===== config.mk =====
export PLATFORM = sky130hd
export DESIGN_NAME = sfph_ctrl
export DESIGN_NICKNAME = d
export VERILOG_FILES = /design/src/sfph_pkg.sv /design/src/sfph_sync.sv /design/src/sfph_ctrl.sv
export VERILOG_INCLUDE_DIRS = /design/src
export SDC_FILE = /design/constraint.sdc
export NUM_CORES = 1
export LEC_CHECK = 0
export BUFFER_PORTS_ARGS = -buffer_cell sky130_fd_sc_hd__buf_2
export CORE_ASPECT_RATIO = 0.75
export CORE_MARGIN = 2
export CORE_UTILIZATION = 50
export DETAILED_ROUTE_END_ITERATION = 8
export HOLD_SLACK_MARGIN = 0.15
export PLACE_DENSITY = 0.75
export SYNTH_ARGS = -nofsm -noshare
export SYNTH_HDL_FRONTEND = slang
export SYNTH_HIERARCHICAL = 1
export SYNTH_SLANG_ARGS = --single-unit

===== constraint.sdc =====
create_clock -name clock -period 3 [get_ports clock]
set_clock_uncertainty 0.15 [all_clocks]
set_input_delay 0 -clock clock [delete_from_list [all_inputs] [get_ports clock]]
set_output_delay 0 -clock clock [all_outputs]
set_load 0.005 [all_outputs]

===== src/sfph_cfg.svh =====
`ifndef SFPH_CFG_SVH
`define SFPH_CFG_SVH
`define SFPH_OP_SLEEP 8'hB9
`define SFPH_OP_WAKE 8'hAB
`define SFPH_CLK_MHZ 50
`define SFPH_ENTRY_NS 3000
`define SFPH_EXIT_NS 8000
`define SFPH_ENTRY_CYC ((`SFPH_ENTRY_NS * `SFPH_CLK_MHZ) / 1000)
`define SFPH_EXIT_CYC ((`SFPH_EXIT_NS * `SFPH_CLK_MHZ) / 1000)
`define SFPH_CNT_W 12
`endif


===== src/sfph_pkg.sv =====
package sfph_pkg;
  typedef enum logic [3:0] {
    SFPH_STANDBY = 4'h1,
    SFPH_ENTERING = 4'h2,
    SFPH_SLEEP = 4'h4,
    SFPH_EXITING = 4'h8
  } sfph_pwr_e;
endpackage : sfph_pkg


===== src/sfph_sync.sv =====
`timescale 1ns/1ns
module sfph_sync (
  input wire logic clock,
  input wire logic nrst,
  input wire logic din,
  output logic dout
);
  logic meta;
  always_ff @(posedge clock) begin
    if (!nrst) begin
      meta <= 1'b0;
      dout <= 1'b0;
    end else begin
      meta <= din;
      dout <= meta;
    end
  end
endmodule : sfph_sync


===== src/sfph_ctrl.sv =====
`timescale 1ns/1ns
`include "sfph_cfg.svh"
// Behaviour
// - standby when deselected and not busy
// - sleep ignores all but wake opcode
// - sleep opcode, deselect, enter after delay
// - partial or unaligned sleep command aborted
// - power-up always in standby
// - sleep command ignored while busy
// - wake opcode, deselect, standby after delay
// - partial or unaligned wake stays asleep
// - pause never stalls program or erase
// - pause starts selected, at clock low
// - paused while pause pin and select held
// - paused: output off, inputs ignored
// - pause ends at clock low
// - deselect during pause aborts, clears latch
// - launch on falling, sample on rising
module sfph_ctrl
  import sfph_pkg::*;
(
  input wire logic clock,
  input wire logic nrst,
  input wire logic cs_n,
  input wire logic sck,
  input wire logic si,
  input wire logic hold_n,
  input wire logic busy,
  input wire logic latch_set,
  input wire logic tx_bit,
  output logic so,
  output logic so_oe,
  output logic write_enable_latch,
  output logic deep_sleep,
  output logic standby,
  output logic paused,
  output logic abort
);
  localparam logic [`SFPH_CNT_W-1:0] ENTRY_CYC = `SFPH_CNT_W'(`SFPH_ENTRY_CYC);
  localparam logic [`SFPH_CNT_W-1:0] EXIT_CYC = `SFPH_CNT_W'(`SFPH_EXIT_CYC);

  sfph_pwr_e state;
  logic [`SFPH_CNT_W-1:0] dcnt;

  logic [3:0] raw;
  logic [3:0] syn;
  // select and pause enter inverted so the sync reset value is their idle level
  assign raw = {~cs_n, sck, si, ~hold_n};
  genvar g;
  generate
    for (g = 0; g < 4; g++) begin : g_sync
      sfph_sync u_sync (
        .clock(clock),
        .nrst(nrst),
        .din(raw[g]),
        .dout(syn[g])
      );
    end
  endgenerate

  logic cs_s, sck_s, si_s, hold_s;
  assign cs_s = !syn[3];
  assign sck_s = syn[2];
  assign si_s = syn[1];
  assign hold_s = !syn[0];

  // data bit taken from the sample just before the rise
  // so a host that moves data with the rising edge is still caught
  logic sck_d, cs_d, si_d;
  always_ff @(posedge clock) begin
    if (!nrst) begin
      sck_d <= 1'b0;
      cs_d <= 1'b1;
      si_d <= 1'b0;
    end else begin
      sck_d <= sck_s;
      cs_d <= cs_s;
      si_d <= si_s;
    end
  end
  logic rise, fall, cs_rise, sel;
  assign sel = !cs_s;
  assign rise = sck_s && !sck_d;
  assign fall = !sck_s && sck_d;
  assign cs_rise = cs_s && !cs_d;

  // pause state changes only while clock is low, except that deselect clears it at any clock level
  logic next_paused;
  always_comb begin
    next_paused = paused;
    if (!sel) begin
      next_paused = 1'b0;
    end else if (!sck_s) begin
      next_paused = !hold_s;
    end
  end
  always_ff @(posedge clock) begin
    if (!nrst) begin
      paused <= 1'b0;
    end else begin
      paused <= next_paused;
    end
  end

  // shifter and counter hold while paused, sample on rising
  logic [7:0] shreg;
  logic [7:0] opcode;
  logic [2:0] bitcnt;
  logic got_byte;
  always_ff @(posedge clock) begin
    if (!nrst) begin
      shreg <= 8'h00;
      bitcnt <= 3'h0;
      got_byte <= 1'b0;
      opcode <= 8'h00;
    end else if (!sel) begin
      bitcnt <= 3'h0;
      got_byte <= 1'b0;
    end else if (rise && !paused) begin
      shreg <= {shreg[6:0], si_d};
      bitcnt <= bitcnt + 3'h1;
      if (bitcnt == 3'h7 && !got_byte) begin
        opcode <= {shreg[6:0], si_d};
        got_byte <= 1'b1;
      end
    end
  end

  logic abort_now;
  assign abort_now = cs_rise && paused;
  always_ff @(posedge clock) begin
    if (!nrst) begin
      abort <= 1'b0;
    end else begin
      abort <= abort_now;
    end
  end

  // abort clears latch and wins over a set
  always_ff @(posedge clock) begin
    if (!nrst) begin
      write_enable_latch <= 1'b0;
    end else if (abort_now) begin
      write_enable_latch <= 1'b0;
    end else if (latch_set && state == SFPH_STANDBY) begin
      write_enable_latch <= 1'b1;
    end
  end

  // command valid only on byte boundary after full opcode
  logic aligned;
  assign aligned = got_byte && bitcnt == 3'h0 && !paused;

  // reset lands in standby; delay counts from deselect
  always_ff @(posedge clock) begin
    if (!nrst) begin
      state <= SFPH_STANDBY;
      dcnt <= '0;
    end else begin
      unique case (state)
        SFPH_STANDBY: begin
          // sleep opcode accepted only when not busy
          if (cs_rise && aligned && opcode == `SFPH_OP_SLEEP && !busy) begin
            state <= SFPH_ENTERING;
            dcnt <= ENTRY_CYC - `SFPH_CNT_W'(1);
          end
        end
        SFPH_ENTERING: begin
          if (dcnt == '0) begin
            state <= SFPH_SLEEP;
          end else begin
            dcnt <= dcnt - `SFPH_CNT_W'(1);
          end
        end
        SFPH_SLEEP: begin
          // only the wake opcode is recognised
          if (cs_rise && aligned && opcode == `SFPH_OP_WAKE) begin
            state <= SFPH_EXITING;
            dcnt <= EXIT_CYC - `SFPH_CNT_W'(1);
          end
        end
        SFPH_EXITING: begin
          if (dcnt == '0) begin
            state <= SFPH_STANDBY;
          end else begin
            dcnt <= dcnt - `SFPH_CNT_W'(1);
          end
        end
        default: begin
          state <= SFPH_STANDBY;
        end
      endcase
    end
  end
  assign deep_sleep = state == SFPH_SLEEP;
  // standby when idle, deselected, no internal operation; busy not gated by pause
  assign standby = state == SFPH_STANDBY && !sel && !busy;

  // launch on falling edge, output off while paused or asleep
  logic drive_ok;
  assign drive_ok = sel && !paused && state == SFPH_STANDBY;
  always_ff @(posedge clock) begin
    if (!nrst) begin
      so <= 1'b0;
    end else if (fall && drive_ok) begin
      so <= tx_bit;
    end
  end
  assign so_oe = drive_ok;

  chk_sleep_entry: assert property (@(posedge clock) disable iff (!nrst)
    state == SFPH_ENTERING && dcnt == '0 |=> state == SFPH_SLEEP)
    else $error("sleep not entered after delay");
  chk_busy_ignore: assert property (@(posedge clock) disable iff (!nrst)
    state == SFPH_STANDBY && busy |=> state != SFPH_ENTERING)
    else $error("sleep taken while busy");
  chk_wake_only: assert property (@(posedge clock) disable iff (!nrst)
    state == SFPH_SLEEP && !(cs_rise && aligned && opcode == `SFPH_OP_WAKE)
    |=> state == SFPH_SLEEP)
    else $error("sleep left without wake");
  chk_exit_done: assert property (@(posedge clock) disable iff (!nrst)
    state == SFPH_EXITING && dcnt == '0 |=> state == SFPH_STANDBY)
    else $error("exit delay not honoured");
  chk_pause_oe: assert property (@(posedge clock) disable iff (!nrst)
    paused |-> !so_oe)
    else $error("output driven while paused");
  chk_pause_clk: assert property (@(posedge clock) disable iff (!nrst)
    $rose(paused) |-> !$past(sck_s) && $past(sel))
    else $error("pause began outside clock low");
  chk_pause_hold: assert property (@(posedge clock) disable iff (!nrst)
    paused |=> $stable(bitcnt) || !sel)
    else $error("counter moved while paused");
  chk_abort_latch: assert property (@(posedge clock) disable iff (!nrst)
    abort_now |=> !write_enable_latch && abort)
    else $error("latch not cleared on abort");
  chk_unaligned: assert property (@(posedge clock) disable iff (!nrst)
    state == SFPH_STANDBY && cs_rise && bitcnt != 3'h0 |=> state == SFPH_STANDBY)
    else $error("unaligned sleep accepted");
  cov_sleep: cover property (@(posedge clock) disable iff (!nrst)
    state == SFPH_ENTERING ##[1:200] state == SFPH_SLEEP);
  cov_wake: cover property (@(posedge clock) disable iff (!nrst)
    state == SFPH_EXITING ##[1:500] state == SFPH_STANDBY);
  cov_pause: cover property (@(posedge clock) disable iff (!nrst) $fell(paused));
  cov_abort: cover property (@(posedge clock) disable iff (!nrst) abort);
endmodule : sfph_ctrl


==> impl_metrics.ini <==
[routing]
drc = 0
drt-total-wl_um = 4570
dr.pass1.iters = 4
drt_iter0_drc = 167
vias = 1808
via_per_inst = 5.41
drt-wirelength-per-cell_um = 13.7
ant_nets = 0

[yosys]
syn_inst = 255
synth-compound-area-share_pct = 12.8
yosysSeqAreaShare_pct = 43.2
synth_top_family_by_area = simple AND/OR/NAND/NOR gates
synth-async-reset-ratio_pct = 0
synth_ff_type = dfxtp_1
synth_simple_gate_area_share_pct = 29.8
syn-cell-area_sq_mm = 0.00232
ys_ff_latch = 50
syn_area_per_cell_sq_um = 9.09
synth_nets = 268
synth_xor_area_share_pct = 1.51
ys_warn_count = 6
synth_fa_ha_area_share_pct = 2.16
synth_edf_count = 0
synth_cell_types = 54
synth_mux_area_share_pct = 6.91

[cells_and_area]
area_delta_synth_final_pct = 12.8
layout_commonest_cell = dfxtp_1
drive_gt1_share_pct = 16.2
antenna_cells = 0
final_area_sq_mm = 0.00262
final_util_pct = 58.6
fin_cells = 334
layout_common_cells = dfxtp_1 (50), nand2_1 (38), nor2_1 (21), mux2i_1 (16), buf_2 (15)
nNetsFinal = 289

[power]
power.share.sequential_pct = 57.3
peakVddDrop_mv = 0.280
netSwitchingFraction_pct = 20.1
p_comb_share_pct = 3.5
switchingPower_mw = 0.237
p_per_area_mw_per_mm2 = 449
p_leak_nw = 1.09
p_clk_share_pct = 39.1
p_int_mw = 0.938

[place]
post_dp_cell_area_sq_mm = 0.00242
routabilityCongestion = 0.816
io_buffer_count = 15
place_inst = 317
post-dp-hpwl_um = 3080

[clock_network]
clkLatencyLatePin_ps = 290
cts_sinks = 50
cts_resized = 0
cts_tree = done
cts-root-buf = clkbuf_8
clk_pin_slew_ps = 90
cts_made_buffers = 5
cts_setup_buffers = 0
clk_path_buf_depth = 2
hold_buffers = 9
cts_max_level = 2

[global_route]
grt_pass1_vias = 1606
antenna_found_initial = 0
grt_pass1_wl_um = 7560
gr-total-overflow = 0
grt_usage_pct = 18.8
grt_max_degree = 55

[sta]
min_period_ps = 2820
drv_slew = 0
tns_ps = 0
finalHoldViolCount = 0
slew_headroom_pct = 47.0
rsz0062_at_grt = false
final.period_utilization_pct = 94.1
tightest_slew_ps = 795
setup_viol = 0
max_clock_freq_mhz = 354

[floorplanning]
die_y_um = 63.0
rows = 21
core_region_area_sq_mm = 0.00447
start_util_pct = 51.9
die-area_sq_mm = 0.00520
chipWidth_um = 82.6
io_pins = 16

[worst_setup_path]
cp_max_fo = 5
worst_setup_path_start_kind = register
critPathMaxStageDelay_ps = 580
required_ps = 3090
path_class = reg -> reg
worst_setup_path_end_kind = register
worstPathArrival_ps = 2910
cp_cell_sequence = inv_1 -> ha_1 -> or4b_4 -> nor4_4 -> or2b_2 -> nand2_2 -> o211ai_1 -> dlygate4sd3_1
slowest_stage = dlygate4sd3_1

[outcome]
status = finished clean

[hold_path]
hold_class = in -> reg

[flow_run]
drv_cap = 0
kinds of logic (layout without fill, tap and decap cells):
family,count (synthesis),in the layout
and+or+nand+nor,120,120
xor gates and xnor gates,4,4
adders and majority gates,4,4
DFF,50,50
buffers and inverters,18,40
AOI/OAI and AO/OA,43,43
muxes,16,16
power groups by stage:
| stage | clock [mW] | combinational, mW | sequential, mW |
|---|---|---|---|
| 2_1_floorplan | 0 | 0.0208 | 0.688 |
| 3_3_place_gp | 0 | 0.0325 | 0.689 |
| 3_5_place_dp | 0 | 0.0330 | 0.689 |
| 4_1_cts | 0.471 | 0.0413 | 0.674 |
| 5_1_grt | 0.507 | 0.0464 | 0.675 |
| 6_report | 0.460 | 0.0415 | 0.674 |
critical path, delay by kind of cell (launching register included):
kind	cells	cell delay, ps
AND/OR/NAND/NOR	4	1190
buffers and inverters	2	660
flip-flops	1	350
AO/OA/AOI/OAI	1	220
adder cells (fa/ha/maj)	1	210
synthesized netlist by cell type, types with 2 or more instances:
| master | instances | area share (%) |
|---|---|---|
| a21boi_0 | 8 | 2.6 |
| a21oi_1 | 6 | 1.3 |
| a31o_2 | 2 | 0.76 |
| a31oi_1 | 2 | 0.54 |
| and2_1 | 11 | 3.0 |
| buf_2 | 5 | 1.1 |
| clkbuf_1 | 5 | 0.81 |
| dfxtp_1 | 50 | 43 |
| ha_1 | 4 | 2.2 |
| inv_1 | 6 | 0.97 |
| mux2i_1 | 16 | 6.9 |
| nand2_1 | 38 | 6.2 |
| nand2_2 | 2 | 0.54 |
| nand3_1 | 3 | 0.65 |
| nand3b_1 | 3 | 0.97 |
| nor2_1 | 21 | 3.4 |
| nor2b_1 | 10 | 2.7 |
| nor3_1 | 6 | 1.3 |
| nor3b_1 | 2 | 0.65 |
| nor4b_1 | 2 | 0.76 |
| nor4b_2 | 2 | 1.3 |
| o21ai_0 | 12 | 2.6 |
| o221a_2 | 2 | 0.97 |
| o22ai_1 | 3 | 0.81 |
| o31ai_1 | 2 | 0.65 |
| or3_1 | 2 | 0.54 |
| xnor2_1 | 3 | 1.1 |
cell type report:
cell class,count,area [sq um]
Clock buffer,5,68.8
Clock inverter,3,40.0
Fill cell,418,1850
Inverter,6,22.5
Multi-Input combinational cell,187,1230
Sequential cell,50,1000
Tap cell,57,71.3
Timing Repair Buffer,26,180
through the flow:
step	total power, mW	worst slack (ps)	hold slack (ps)
final	1.18	177	166
after floorplan	0.709	883	-116
after global placement	0.722	815	57.9
after CTS	1.19	247	163
after global routing	1.23	77.7	210
after detailed placement	0.722	720	61.3
final timing paths:
check	start	end	slack [ps]	cells past startpoint
max	dcnt[0]	state[0]	180	8
min	nrst	state[2]	170	3
max reg2reg	dcnt[0]	state[0]	180	8
min reg2reg	g_sync[0].u_sync/meta	g_sync[0].u_sync/dout	280	1
per-layer routing:
metal / up-vias / global-route usage [%] / part of all wire (%)
li1: 922 / - / -
met1: 842 / 27.9 / 51
met2: 42 / 26.3 / 44
met3: 2 / 5.20 / 4.8
met4: 0 / 5.74 / 0.46
met5: - / 0 / 0
sequential cells by signal, summed over array words and instances (netlist names):
register	count
dcnt	12
write_enable_latch	1
abort	1
shreg	7
si_d	1
opcode	8
g_sync.u_sync/dout	4
bitcnt	3
got_byte	1
sck_d	1
cs_d	1
g_sync.u_sync/meta	4
state	4
paused	1
so	1
Note: power is estimated with default switching activity, not from simulation.
